`src/rtl/tsacmb_map.svh`:
```
// constants for the two-speed angle combiner host controller
`ifndef TSACMB_MAP_SVH
`define TSACMB_MAP_SVH
`define TSACMB_FINE_BITS 14
`define TSACMB_COARSE_BITS 7
`define TSACMB_OUT_BITS 19
`define TSACMB_CLK_PERIOD_NS 10
`define TSACMB_SETTLE_NS 500
`define TSACMB_SETTLE_CYC ((`TSACMB_SETTLE_NS + `TSACMB_CLK_PERIOD_NS - 1) / `TSACMB_CLK_PERIOD_NS)
`define TSACMB_RATIO_36 2'h0
`define TSACMB_RATIO_18 2'h1
`define TSACMB_RATIO_9 2'h2
`endif

```
`src/rtl/tsacmb_pkg.sv`:
```
// types for the two-speed angle combiner host controller
package tsacmb_pkg;
   typedef logic [1:0] tsacmb_ratio_t;
   typedef enum logic [1:0] {
      TSACMB_IDLE = 2'h0,
      TSACMB_WAIT = 2'h1,
      TSACMB_SETTLE = 2'h3,
      TSACMB_TAKE = 2'h2
   } tsacmb_state_e;
endpackage

```
`src/rtl/tsacmb_hold.sv`:
```
// result holding register for the captured angle word
`timescale 1ns/10ps
module tsacmb_hold #(
   parameter int WIDTH = 19
) (
   input wire logic clk,
   input wire logic rst,
   input wire logic ce,
   input wire logic wr,
   input wire logic [WIDTH-1:0] din,
   output logic [WIDTH-1:0] dout
);
   always_ff @(posedge clk)
   begin
      if (rst)
         dout <= '0;
      else if (ce && wr)
         dout <= din;
   end
endmodule

```
`src/rtl/tsacmb_host.sv`:
```
// host controller that reads the combined coarse/fine angle word
`timescale 1ns/10ps
`include "tsacmb_map.svh"
module tsacmb_host #(
   parameter int OUT_BITS = `TSACMB_OUT_BITS,
   parameter int SETTLE_CYC = `TSACMB_SETTLE_CYC,
   parameter bit USE_INHIBIT = 1'b0
) (
   input wire logic SYS_CLK,
   input wire logic SRST,
   input wire logic CE,
   input wire logic [1:0] RATIO_SEL,
   input wire logic READ_REQ,
   input wire logic FINE_BUSY,
   input wire logic COARSE_BUSY,
   input wire logic [OUT_BITS-1:0] COMB_ANGLE,
   output logic INHIBIT_ALL,
   output logic READ_DONE,
   output logic [OUT_BITS-1:0] ANGLE_OUT
);
   import tsacmb_pkg::*;

   tsacmb_state_e state_r;
   tsacmb_state_e state_nxt;
   logic [15:0] cnt_r;
   logic busy_any;
   logic take;
   logic [OUT_BITS-1:0] aligned;

   // the top one or two bits of the result are cleared in place, by the ratio
   function automatic logic [OUT_BITS-1:0] align_word(
      input logic [OUT_BITS-1:0] w, input tsacmb_ratio_t r);
      logic [OUT_BITS-1:0] m;
      m = w;
      if (r == `TSACMB_RATIO_18)
         m = {1'b0, w[OUT_BITS-2:0]};
      else if (r == `TSACMB_RATIO_9)
         m = {2'b00, w[OUT_BITS-3:0]};
      return m;
   endfunction

   assign busy_any = FINE_BUSY | COARSE_BUSY;
   assign take = (state_r == TSACMB_TAKE);
   assign aligned = align_word(COMB_ANGLE, tsacmb_ratio_t'(RATIO_SEL));

   always_comb
   begin
      state_nxt = state_r;
      unique case (state_r)
         TSACMB_IDLE:
            if (READ_REQ)
               state_nxt = TSACMB_WAIT;
         TSACMB_WAIT:
            if (USE_INHIBIT || !busy_any)
               state_nxt = TSACMB_SETTLE;
         TSACMB_SETTLE:
            if (!USE_INHIBIT && busy_any)
               state_nxt = TSACMB_WAIT;
            else if (cnt_r >= 16'(SETTLE_CYC - 1))
               state_nxt = TSACMB_TAKE;
         TSACMB_TAKE:
            state_nxt = TSACMB_IDLE;
      endcase
   end

   always_ff @(posedge SYS_CLK)
   begin
      if (SRST)
         state_r <= TSACMB_IDLE;
      else if (CE)
         state_r <= state_nxt;
   end

   // settle counter runs only inside the settle state
   always_ff @(posedge SYS_CLK)
   begin
      if (SRST)
         cnt_r <= 16'h0;
      else if (CE)
      begin
         if (state_r == TSACMB_SETTLE && state_nxt == TSACMB_SETTLE)
            cnt_r <= cnt_r + 16'h1;
         else
            cnt_r <= 16'h0;
      end
   end

   // freeze both converters together from wait until the take
   always_ff @(posedge SYS_CLK)
   begin
      if (SRST)
         INHIBIT_ALL <= 1'b0;
      else if (CE)
         INHIBIT_ALL <= USE_INHIBIT && (state_nxt == TSACMB_WAIT ||
            state_nxt == TSACMB_SETTLE || state_nxt == TSACMB_TAKE);
   end

   always_ff @(posedge SYS_CLK)
   begin
      if (SRST)
         READ_DONE <= 1'b0;
      else if (CE)
         READ_DONE <= take;
   end

   // the combiner itself does fine dominance and coarse correction
   tsacmb_hold #(.WIDTH(OUT_BITS)) u_hold (
      .clk(SYS_CLK),
      .rst(SRST),
      .ce(CE),
      .wr(take),
      .din(aligned),
      .dout(ANGLE_OUT)
   );
endmodule

```
`config.mk`:
```
export PLATFORM = sky130hd
export DESIGN_NAME = tsacmb_host
export DESIGN_NICKNAME = d
export VERILOG_FILES = /design/src/rtl/tsacmb_pkg.sv /design/src/rtl/tsacmb_hold.sv /design/src/rtl/tsacmb_host.sv
export VERILOG_INCLUDE_DIRS = /design/src /design/src/rtl
export SDC_FILE = /design/constraint.sdc
export NUM_CORES = 1
export LEC_CHECK = 0
export BUFFER_PORTS_ARGS = -buffer_cell sky130_fd_sc_hd__buf_2
export CAP_MARGIN = 20
export CORE_UTILIZATION = 40
export CTS_CLUSTER_DIAMETER = 100
export DETAILED_ROUTE_END_ITERATION = 16
export HOLD_SLACK_MARGIN = 0.08
export PLACE_DENSITY = 0.63
export SETUP_SLACK_MARGIN = 0.15
export SYNTH_ARGS = -nofsm -noshare
export SYNTH_HDL_FRONTEND = slang
export SYNTH_SLANG_ARGS = --single-unit
export TNS_END_PERCENT = 10
```
`constraint.sdc`:
```
create_clock -name SYS_CLK -period 1.5 [get_ports SYS_CLK]
set_input_delay 0.075 -clock SYS_CLK [delete_from_list [all_inputs] [get_ports SYS_CLK]]
set_output_delay 0.075 -clock SYS_CLK [all_outputs]
set_load 0.05 [all_outputs]
```
Word-level counts from Yosys, hierarchy flattened
Cells that the tools add are included.
{"block": "classes", "add_sub_neg": 1, "n_eq_ne": 6, "n_mul": 0, "muxes": 8, "shift": 0, "div": 0, "reduce_logical": 3, "magnitude_cmp": 1, "bitwise": 1}
{"op": "$mux 19", "count": 2}
{"op": "$add 16x1->16 const B", "count": 1}
{"op": "$ge 16x6->1 const B", "count": 1}
{"op": "$mux 16", "count": 1}
{"op": "$eq 2x2->1 const B", "count": 4}
{"op": "$mux 2", "count": 4}
{"op": "$pmux 2 s4", "count": 1}
{"op": "$eq 2x1->1 const B", "count": 2}
{"op": "$logic_and 1x1->1", "count": 2}
{"op": "$logic_not 2->1", "count": 1}
{"op": "$or 1x1->1", "count": 1}
{"block": "word_totals", "register_bits": 38, "in_bits": 27, "out_inout_bits": 21, "latch_bits": 0, "n_memories": 0, "ramBits": 0, "romBits": 0}

Depth between registers and ports, before layout
Gate-level depths: netlist (run 1).
{"block": "logic_depth", "ltp_word": 7, "depth_mapped": 7}

Hierarchy
A second synthesis (run 1) with hierarchy kept.
{"block": "unflattened", "cells_unflattened": 196, "hier_area_um2": 1846.8}
{"mod": "tsacmb_host", "area_each_um2": 1007.2, "instances": 1, "cells_per_inst": 110}
{"mod": "tsacmb_hold", "area_each_um2": 839.6, "instances": 1, "cells_per_inst": 86}

Worst setup path before layout (run 1)
No wires, ideal clock.
{"block": "synth_timing", "path_kind": "flip-flop to flip-flop", "startpoint": "register cnt_r[1]", "endpoint": "register cnt_r[14]", "required_time_ns": 1.438, "path_buffers": 1, "t_arrival_ns": 1.521, "setup_time_ns": 0.062, "setup_slack_ns": -0.083, "stages_incl_launch_ff": 8, "cell_sequence": "dfxtp_1 > inv_1 > ha_1 > nor4b_4 > o21ai_2 > o32a_4 > buf_12 > nor2_2"}
{"block": "synth_via", "elab_chain_len": 7, "elab_cells_between_ends": 8, "cone_classes": "add/sub: 1; order compare: 1; eq/ne: 1; mux: 4; reduce/logical: 1"}
{"element": "start, declared", "line_no": "tsacmb_host.sv:25", "rtl": "logic [15:0] cnt_r;"}
{"element": "start signal, assigned", "line_no": "tsacmb_host.sv:82", "rtl": "cnt_r <= cnt_r + 16'h1;"}
{"element": "$ge 16x6->1", "line_no": "tsacmb_host.sv:59", "rtl": "else if (cnt_r >= 16'(SETTLE_CYC - 1))"}
{"element": "$mux 2", "line_no": "tsacmb_host.sv:59"}
{"element": "$mux 2", "line_no": "tsacmb_host.sv:57", "rtl": "if (!USE_INHIBIT && busy_any)"}
{"element": "$pmux 2 s4", "line_no": "tsacmb_host.sv:49", "rtl": "unique case (state_r)"}
{"element": "$eq 2x2->1", "line_no": "tsacmb_host.sv:81", "rtl": "if (state_r == TSACMB_SETTLE && state_nxt == TSACMB_SETTLE)"}
{"element": "$logic_and 1x1->1", "line_no": "tsacmb_host.sv:81"}
{"element": "$mux 16 (*)", "line_no": "tsacmb_host.sv:81"}
Mark *: on every way between the ends. The rest lies on a longest branch, timed or not.
A chain may end at the register's enable or synchronous reset.

Final worst setup path (run 1)
{"block": "layout_timing", "startpoint": "register cnt_r[11]", "endpoint": "register cnt_r[0]"}
{"block": "layout_via", "elab_chain_len": 7}
{"element": "$ge 16x6->1", "line_no": "tsacmb_host.sv:59"}
{"element": "$mux 2", "line_no": "tsacmb_host.sv:59"}
{"element": "$mux 2", "line_no": "tsacmb_host.sv:57"}
{"element": "$pmux 2 s4", "line_no": "tsacmb_host.sv:49"}
{"element": "$eq 2x2->1", "line_no": "tsacmb_host.sv:81"}
{"element": "$logic_and 1x1->1", "line_no": "tsacmb_host.sv:81"}
{"element": "$mux 16", "line_no": "tsacmb_host.sv:81"}
No other way between the ends.

==> out/metrics.yaml, run 1 <==
critical_path:
  crit_family: "simple AND/OR/NAND/NOR gates"
  crit_path_start_kind: "flip-flop"
  critical_path.cell_chain: "nor4_1 > nand2_1 > o32a_4 > nor2_2"
  reg2reg_depth: 4
  startpoint: "cnt_r[11]"
  rr_endpoint: "cnt_r[0]"
  crit_path_top_delay_cell: "o32a_4"
  cp.required_ns: 1.72
  critical_path_class: "reg -> reg"
  worstPathBufferInverterCount: 0
  crit_fanout: 8
  rrSetupSlack_ns: 0.01
  max_stage_delay_ns: 0.50
  critPathCaptureType: "flip-flop"
  crit_cells: 4
  worstSetupEndpoint: "cnt_r[0]"
  timing.rr.start: "cnt_r[11]"
  arrival_ns: 1.70
cells_and_area:
  nets: 298
  multi_input_area_um2: 925
  final_core_util: 0.596
  num_antenna_cells: 0
  n_fill_cell: 350
  design_area_mm2: 0.00240
  drive_above_1_share: 0.377
  area_delta_synth_final_pct: 41.3
  seqCellArea_um2: 772
clock_network:
  clk_pin_slew_worst_paths_ns: 0.08
  htreeDepth: 2
  clk_path_buf_depth: 2
  cts_tree: "built"
  cts_made_buffers: 5
  clk-insertion-delay-late_ns: 0.29
  clkSinkCount: 38
  cts-root-buf: "clkbuf_8"
global_route:
  top_usage_layer: "met2"
  grt_max_degree: 25
  met3_usage: 0.0490
  grt_use_met1: 0.237
  gr-total-overflow: 0
  grt_pass1_wl_mm: 6.55
  track_usage: 0.196
  grt_antenna_before_repair: 0
  first_global_vias: 1499
  met2_usage: 0.333
yosys:
  netlist.top_cell.by_area: "dfxtp_1"
  synth_top_area_frac: 0.448
  syn_area_per_cell_um2: 8.85
  synth_edf_count: 0
  ys_types: 36
  yosysSeqAreaShare: 0.448
  ys.flop_type: "dfxtp_1"
  synth_warnings: 0
  synth_cells: 192
  synthArstFlopShare: 0
  yosys-top-cells-area: "dfxtp_1 (45%), nand2_1 (9.1%), a21oi_1 (7.1%)"
  synth_most_common_cell: "nand2_1"
  syn_area_mm2: 0.00170
  synth_seq_cells: 38
  synth.net_count: 222
  ys_top_cells_by_count: "nand2_1 (41), dfxtp_1 (38), a21oi_1 (24)"
placement:
  portBuffers: 46
  globalplace.congestion: 0.703
  dp_hpwl_mm: 2.43
  placed_area_mm2: 0.00201
floorplan:
  rows: 23
  die_w_um: 67.2
  start_util: 0.422
  coreArea_mm2: 0.00403
  die_h_um: 67.2
  ios: 48
  die_area_mm2: 0.00451
detailed_routing:
  ant_nets: 0
  vias_per_cell: 4.90
  dr.pass1.iters: 4
  drtIter0Drc: 37
  wl_mm: 4.04
  num_vias: 1557
  drc: 0
  wl_per_cell_um: 12.7
timing:
  holdWs_ns: 0.0969
  finalSetupViolCount: 0
  timing.final.crit_share: 0.991
  fmax_mhz: 673
  timing.final.max_slew_violations: 0
  final-hold-violation-count: 0
  post-route-min-period_ns: 1.49
  skew_ns: 0.00866
  rsz0062_at_grt: "true"
power_and_ir_drop:
  power_leakage_nw: 0.951
  seq_power_share: 0.495
  ir_worst_vdd_mv: 0.604
  switching_share: 0.207
  switching_power_mw: 0.428
  p_int_mw: 1.64
  p_per_area_mw_per_mm2: 860
  p_comb_frac: 0.081
  clkPwrFrac: 0.424
status:
  status: "complete, no violations"
run:
  maxCapViolCount: 0
min_path:
  hp-class: "in -> reg"
[cells by family after synthesis]
kind of cell / after synthesis / synth area share
xor gates and xnor gates: 12 / 0.0619
adders and majority gates: 3 / 0.0221
buffers and inverters: 13 / 0.0523
DFF: 38 / 0.448
other: 1 / 0.00221
muxes: 1 / 0.00589
and+or+nand+nor: 93 / 0.300
AOI/OAI and AO/OA: 31 / 0.108
[worst min-delay path: cells and delay by family]
family / cells / cell delay, ns
buffers and inverters: 1 / 0.07
AO/OA/AOI/OAI: 1 / 0.05
AND/OR/NAND/NOR: 2 / 0.14
[worst min path at each step]
stage / from / to / cells after the start
floorplan: SRST / u_hold.dout[18] / 1
global placement: COMB_ANGLE[15] / u_hold.dout[15] / 3
detailed placement: COMB_ANGLE[10] / u_hold.dout[10] / 3
CTS: FINE_BUSY / state_r[1] / 4
global route: FINE_BUSY / state_r[1] / 4
finish: FINE_BUSY / state_r[1] / 4
[metal layers]
metal	up-vias	part of all wire
met5	-	0
met4	0	0.013
met3	7	0.038
met2	33	0.48
met1	712	0.47
li1	805	-
[stage by stage]
step	worst slack [ns]	std cells	TNS [ns]	total power [mW]
6_report	0.0141	318	0	2.06
5_1_grt	-0.0420	318	-0.123	2.15
3_3_place_gp	-0.0110	290	-0.0289	1.16
4_1_cts	-0.0149	318	-0.0622	2.07
2_1_floorplan	0.0158	192	0	1.11
3_5_place_dp	-0.0338	290	-0.107	1.16
[flip-flops by register name, summed over array words and instances, names as in the netlist]
signal and flops:
u_hold.dout 19, cnt_r 16, state_r 2, READ_DONE 1
[layout by cell type, fill, tap and decap left out, drive strengths merged, types with 8 or more instances in the layout]
master / instances
dfxtp: 38
buf: 59
nand2: 41
a21oi: 24
nand3: 8
nor2: 18
dlygate4sd3: 19
[what timing repair did]
| item | 4_1_cts | 5_1_grt |
|---|---|---|
| endpoints found under the setup margin | 16 | 36 |
| cloned | 1 | 0 |
| setup buffers | 1 | 0 |
| pin swaps | 16 | 10 |
| resized for setup | 7 | 13 |
| endpoints found under the hold margin | 19 | 0 |
| hold buffers | 19 | 0 |
[power groups by stage]
stage	Combinational [mW]	Clock, mW	Sequential, mW
floorplan	0.0639	0	1.05
global placement	0.113	0	1.04
detailed placement	0.113	0	1.04
CTS	0.159	0.892	1.02
global route	0.182	0.942	1.02
finish	0.168	0.876	1.02
[cell type report]
cell class                      instances  area share
Clock inverter                          1      0.0125
Sequential cell                        38       0.322
Tap cell                               50      0.0261
Inverter                                3     0.00469
Timing Repair Buffer                   78       0.216
Clock buffer                            6      0.0344
Multi-Input combinational cell        142       0.385
(Power assumes the default switching activity.)
==> run 2, diff against run 1 <==
--- a/config.mk
+++ b/config.mk
@@ -8,11 +8,11 @@
 export LEC_CHECK = 0
 export BUFFER_PORTS_ARGS = -buffer_cell sky130_fd_sc_hd__buf_2
 export CAP_MARGIN = 20
+export CORE_ASPECT_RATIO = 2
 export CORE_UTILIZATION = 40
 export CTS_CLUSTER_DIAMETER = 100
 export DETAILED_ROUTE_END_ITERATION = 16
-export HOLD_SLACK_MARGIN = 0.08
-export PLACE_DENSITY = 0.63
+export PLACE_DENSITY_LB_ADDON = 0.15
 export SETUP_SLACK_MARGIN = 0.15
 export SYNTH_ARGS = -nofsm -noshare
 export SYNTH_HDL_FRONTEND = slang
==> out/metrics.yaml, run 2 (synthesis gave the netlist of run 1 again) <==
detailed_routing:
  num_vias: 1495  # -4.0%
  wl_per_cell_um: 12.5  # -1.7%
  dr.pass1.iters: 3  # -1
  wl_mm: 3.81  # -5.7%
  ant_nets: 0  # unchanged
  drc: 0  # unchanged
  vias_per_cell: 4.90  # +0.11%
  drtIter0Drc: 15  # -59%
critical_path:
  rrSetupSlack_ns: 0.02  # about the same
  timing.rr.start: "cnt_r[1]"
  cp.required_ns: 1.72  # about the same
  critical_path_class: "reg -> reg"
  arrival_ns: 1.71  # about the same
  startpoint: "cnt_r[1]"
  crit_path_start_kind: "flip-flop"
  critPathCaptureType: "flip-flop"
  crit_fanout: 8  # unchanged
floorplan:
  ios: 48  # unchanged
  die_area_mm2: 0.00453  # +0.35%
  start_util: 0.416  # -0.00607
  die_h_um: 94.2  # +40%
  rows: 33  # +43%
  die_w_um: 48.1  # -28%
  coreArea_mm2: 0.00409  # +1.5%
cells_and_area:
  drive_above_1_share: 0.403  # +0.0263
  final_core_util: 0.537  # -0.0585
  multi_input_area_um2: 913  # -1.2%
  area_delta_synth_final_pct: 29.3
  largest_reg_flops: 19  # unchanged
  top_regs: "u_hold.dout x19, cnt_r x16, state_r x2"
  top_register: "u_hold.dout"
  final_common_cell: "buf_2"
  num_antenna_cells: 0  # unchanged
  seqCellArea_um2: 767  # -0.65%
  mostFrequentLayoutCells: "buf_2 (46), nand2_1 (41), dfxtp_1 (33)"
  n_fill_cell: 398  # +14%
  nets: 282  # -5.4%
placement:
  portBuffers: 46  # unchanged
  pre_cts_ws_ns: -0.0501  # -0.0162 ns
  dp_hpwl_mm: 2.82  # +16%
  globalplace.congestion: 0.748  # +6.4%
timing:
  fin_ws_ns: 0.0157  # +0.00164 ns
  timing.final.max_slew_violations: 0  # unchanged
  finalSetupTns_ns: 0  # unchanged
  finalSetupViolCount: 0  # unchanged
  post-route-min-period_ns: 1.48  # -0.00164 ns
  skew_ns: 0.00476  # -0.00390 ns
  fmax_mhz: 674  # +0.11%
  holdWs_ns: 0.0189  # -0.0779 ns
  timing.final.crit_share: 0.990  # -0.00109
  rsz0062_at_grt: "true"
  final-hold-violation-count: 0  # unchanged
clock_network:
  clk_pin_slew_worst_paths_ns: 0.08  # about the same
  cts_hold_buffers: 0  # -19
  htreeDepth: 2  # unchanged
  cts_setup_buffers: 0  # -1
  clk_path_buf_depth: 2  # unchanged
  clk-insertion-delay-late_ns: 0.29  # about the same
  cts_tree: "built"
  cts-root-buf: "clkbuf_8"
  cts_made_buffers: 5  # unchanged
  clkSinkCount: 38  # unchanged
global_route:
  first_global_vias: 1407  # -6.1%
  gr-total-overflow: 0  # unchanged
  grt_pass1_wl_mm: 6.20  # -5.3%
  grt_antenna_before_repair: 0  # unchanged
  track_usage: 0.189  # -0.00674
  grt_max_degree: 25  # unchanged
power_and_ir_drop:
  ir_worst_vdd_mv: 0.725  # +20%
  power_mw: 1.84  # -11%
  p_per_area_mw_per_mm2: 838  # -2.6%
  power_leakage_nw: 0.873  # -8.2%
min_path:
  hp-class: "in -> reg"
  hp-start: "COMB_ANGLE[3]"
run:
  maxCapViolCount: 0  # unchanged
status:
  status: "complete, no violations"
[run 2: power breakdown]
part	internal [mW]	leakage [nW]	switching (mW)
clock	0.326	0.0441	0.369
combinational	0.0554	0.520	0.0680
sequential	1.01	0.309	0.00678
total	1.40	0.873	0.444
[run 2: worst paths after layout]
path / end / cells past startpoint
max: cnt_r[11] / 6
min: u_hold.dout[3] / 3
max reg2reg: cnt_r[11] / 6
min reg2reg: u_hold.dout[4] / 2
[run 2: area by class of cell]
type                            count  share of cell area
Sequential cell                    38               0.349
Clock buffer                        5              0.0313
Inverter                            3             0.00513
Multi-Input combinational cell    142               0.416
Tap cell                           52              0.0296
Timing Repair Buffer               62               0.159
Clock inverter                      3             0.00968
[run 2: layer usage]
| metal | up-vias | global-route usage | part of all wire |
|---|---|---|---|
| met4 | 0 | 0.0972 | 0.034 |
| met5 | - | 0 | 0 |
| met1 | 672 | 0.202 | 0.37 |
| met2 | 42 | 0.324 | 0.55 |
| met3 | 12 | 0.0365 | 0.038 |
| li1 | 769 | - | - |
[run 2: stage by stage]
stage / instance area, µm² / std cells
after CTS: 2180 / 305
after global placement: 2040 / 296
after floorplan: 1700 / 192
after global routing: 2200 / 305
final: 2200 / 305
after detailed placement: 2040 / 296
[run 2: timing repair]
item                                    4_1_cts  5_1_grt
gates cloned                                  1        0
gates resized for setup                       6        8
pin swaps                                    10        4
endpoints found under the setup margin       17       17
[run 2: critical path, stage by stage, from the launching register on]
cell and delay [ns]:
dfxtp_2 0.36, inv_2 0.05, ha_4 0.15, nor4b_4 0.22, o21ai_2 0.11, o32a_4 0.40
a21oi_1 0.13
==> run 3, diff against run 2 <==
--- a/config.mk
+++ b/config.mk
@@ -11,10 +11,12 @@
 export CORE_ASPECT_RATIO = 2
 export CORE_UTILIZATION = 40
 export CTS_CLUSTER_DIAMETER = 100
+export CTS_CLUSTER_SIZE = 25
 export DETAILED_ROUTE_END_ITERATION = 16
 export PLACE_DENSITY_LB_ADDON = 0.15
 export SETUP_SLACK_MARGIN = 0.15
 export SYNTH_ARGS = -nofsm -noshare
 export SYNTH_HDL_FRONTEND = slang
+export SYNTH_HIERARCHICAL = 1
 export SYNTH_SLANG_ARGS = --single-unit
 export TNS_END_PERCENT = 10
==> constraint.sdc (replaced) <==
create_clock -name SYS_CLK -period 1.8 [get_ports SYS_CLK]
set_input_delay 0.09 -clock SYS_CLK [delete_from_list [all_inputs] [get_ports SYS_CLK]]
set_output_delay 0.09 -clock SYS_CLK [all_outputs]
set_load 0.05 [all_outputs]
==> out/metrics.yaml, run 3 <==
status:
  status: "complete, no violations"
yosys:
  netlist.top_cell.by_area: "dfxtp_1"
  synth.net_count: 226  # +1.8%
  syn_area_mm2: 0.00185  # +8.7%
  synth_warnings: 6  # +6
  ys.flop_type: "dfxtp_1"
  yosys-top-cells-area: "dfxtp_1 (41%), nand3_1 (6.2%), xnor2_1 (6.2%)"
  ys_types: 32  # -11%
  ys_top_cells_by_count: "dfxtp_1 (38), nand3_1 (23), a21oi_1 (18)"
  yosysSeqAreaShare: 0.412  # -0.0358
  synth_seq_cells: 38  # unchanged
  synth_edf_count: 0  # unchanged
  synth_top_area_frac: 0.412  # -0.0358
  synth_cells: 196  # +2.1%
  synth_most_common_cell: "dfxtp_1"
  synthArstFlopShare: 0  # unchanged
  syn_area_per_cell_um2: 9.42  # +6.5%
placement:
  portBuffers: 46  # unchanged
  placed_cells: 293  # -1.0%
  pre_cts_ws_ns: 0.137  # +0.187 ns
  placed_area_mm2: 0.00214  # +4.9%
  globalplace.congestion: 0.761  # +1.7%
  dp_hpwl_mm: 2.71  # -4.0%
timing:
  rsz0062_at_grt: "true"
  finalSetupTns_ns: 0  # unchanged
  skew_ns: 0.00507  # +0.000311 ns
  timing.final.crit_share: 0.931  # -0.0589
  finalSetupViolCount: 0  # unchanged
  final-hold-violation-count: 0  # unchanged
  fmax_mhz: 597  # -11%
  timing.final.max_slew_violations: 0  # unchanged
  fin_ws_ns: 0.125  # +0.109 ns
  holdWs_ns: 0.0441  # +0.0252 ns
  post-route-min-period_ns: 1.68  # +0.191 ns
power_and_ir_drop:
  p_per_area_mw_per_mm2: 791  # -5.6%
  power_leakage_nw: 0.922  # +5.6%
  power_mw: 1.87  # +1.6%
  ir_worst_vdd_mv: 0.702  # -3.1%
critical_path:
  max_stage_delay_ns: 0.49  # +0.09 ns
  critPathCaptureType: "flip-flop"
  rrSetupSlack_ns: 0.12  # +0.11 ns
  timing.rr.start: "cnt_r[0]"
  reg2reg_depth: 6  # unchanged
  critical_path.cell_chain: "ha_1 > or4b_4 > nand3_4 > a41oi_4 > clkbuf_16 > nor2_2"
  crit_cells: 6  # unchanged
  startpoint: "cnt_r[0]"
  crit_path_top_delay_cell: "or4b_4"
  crit_path_start_kind: "flip-flop"
  cp.required_ns: 2.03  # +0.31 ns
  arrival_ns: 1.91  # +0.20 ns
  worstPathBufferInverterCount: 1  # unchanged
  crit_fanout: 6  # -2
  crit_family: "simple AND/OR/NAND/NOR gates"
  worstSetupEndpoint: "cnt_r[13]"
  critical_path_class: "reg -> reg"
  rr_endpoint: "cnt_r[13]"
detailed_routing:
  met1_length_mm: 1.54  # +9.0%
  wl_mm: 3.88  # +1.9%
  ant_nets: 0  # unchanged
  drtIter0Drc: 23  # +8
  vias_per_cell: 5.08  # +3.7%
  wl_met3_um: 159  # +8.9%
  wl_per_cell_um: 12.8  # +2.2%
  num_vias: 1545  # +3.3%
  dr_wl_met2_mm: 2.05  # -3.0%
  dr.pass1.iters: 4  # +1
  drc: 0  # unchanged
  highest_layer: "met4"
cells_and_area:
  mostFrequentLayoutCells: "buf_2 (46), dfxtp_1 (36), nand3_1 (22)"
  area_delta_synth_final_pct: 28.0
  design_area_mm2: 0.00236  # +7.6%
  nets: 279  # -1.1%
  largest_reg_flops: 19  # unchanged
  instances_no_fill: 304  # -0.33%
  drive_above_1_share: 0.400  # -0.00316
  final_core_util: 0.539  # +0.00191
  final_common_cell: "buf_2"
  num_antenna_cells: 0  # unchanged
  top_regs: "u_hold/dout x19, cnt_r x16, state_r x2"
  top_register: "u_hold/dout"
  n_fill_cell: 433  # +8.8%
floorplan:
  rows: 34  # +3.0%
  ios: 48  # unchanged
  die_h_um: 98.1  # +4.2%
  die_area_mm2: 0.00491  # +8.4%
  coreArea_mm2: 0.00438  # +7.2%
  start_util: 0.421  # +0.00580
  die_w_um: 50.0  # +4.1%
clock_network:
  cts_hold_buffers: 0  # unchanged
  clk-insertion-delay-late_ns: 0.29  # about the same
  htreeDepth: 2  # unchanged
  cts_tree: "built"
  clk_pin_slew_worst_paths_ns: 0.08  # about the same
  clkSinkCount: 38  # unchanged
  clk_path_buf_depth: 2  # unchanged
  cts-root-buf: "clkbuf_8"
  cts_made_buffers: 5  # unchanged
global_route:
  gr-total-overflow: 0  # unchanged
  grt_pass1_wl_mm: 6.22  # +0.21%
  grt_max_degree: 45  # +80%
  grt_antenna_before_repair: 0  # unchanged
  first_global_vias: 1403  # -0.28%
  track_usage: 0.164  # -0.0253
run:
  maxCapViolCount: 0  # unchanged
min_path:
  hold_depth: 3  # unchanged
  hp-class: "in -> reg"
-- run 3: tightest hold or removal path: stages --
cell	delay [ns]
buf_2	0.09
nand3_1	0.05
a21oi_1	0.05
-- run 3: what timing repair did --
item | in CTS | in global routing
resized for setup | 1 | 10
cloned | 0 | 1
buffers inserted | 0 | 2
setup endpoints to repair | 14 | 16
pin swaps | 0 | 2
-- run 3: cells by family (layout without fill, tap and decap cells) --
| group | Yosys count | after routing | synth area share |
|---|---|---|---|
| simple gates | 74 | 74 | 0.228 |
| compound gates | 43 | 43 | 0.186 |
| flops | 38 | 38 | 0.412 |
| buf+inv | 19 | 73 | 0.0657 |
| xor+xnor | 16 | 16 | 0.0759 |
| fa+ha+maj | 3 | 3 | 0.0203 |
| mux | 2 | 2 | 0.0108 |
| other cells | 1 | 1 | 0.00203 |
-- run 3: area by class of cell --
cell class	count	area, µm²	share of cell area
Multi-Input combinational cell	139	1000	0.425
Sequential cell	38	766	0.324
Timing Repair Buffer	59	362	0.153
Clock buffer	6	82.6	0.0349
Tap cell	54	67.6	0.0286
Clock inverter	2	60.1	0.0254
Inverter	6	22.5	0.00953
-- run 3: worst min-delay path by stage --
stage / startpoint / end / slack [ns]
after global placement: COMB_ANGLE[11] / u_hold/dout[11] / 0.35
after floorplan: SRST / READ_DONE / 0.16
final: COMB_ANGLE[6] / u_hold/dout[6] / 0.04
after global routing: COMB_ANGLE[0] / u_hold/dout[0] / 0.04
after CTS: COMB_ANGLE[6] / u_hold/dout[6] / 0.03
after detailed placement: COMB_ANGLE[6] / u_hold/dout[6] / 0.35
-- run 3: per-layer routing --
layer | vias up | GRT usage
li1 | 783 | -
met1 | 708 | 0.180
met2 | 41 | 0.281
met3 | 13 | 0.0421
met4 | 0 | 0.0791
met5 | - | 0
-- run 3: power breakdown --
part	total [mW]	switching, mW	leakage, nW	internal (mW)
Sequential	0.849	0.00471	0.308	0.845
Clock	0.893	0.302	0.0714	0.591
Combinational	0.127	0.0708	0.543	0.0557
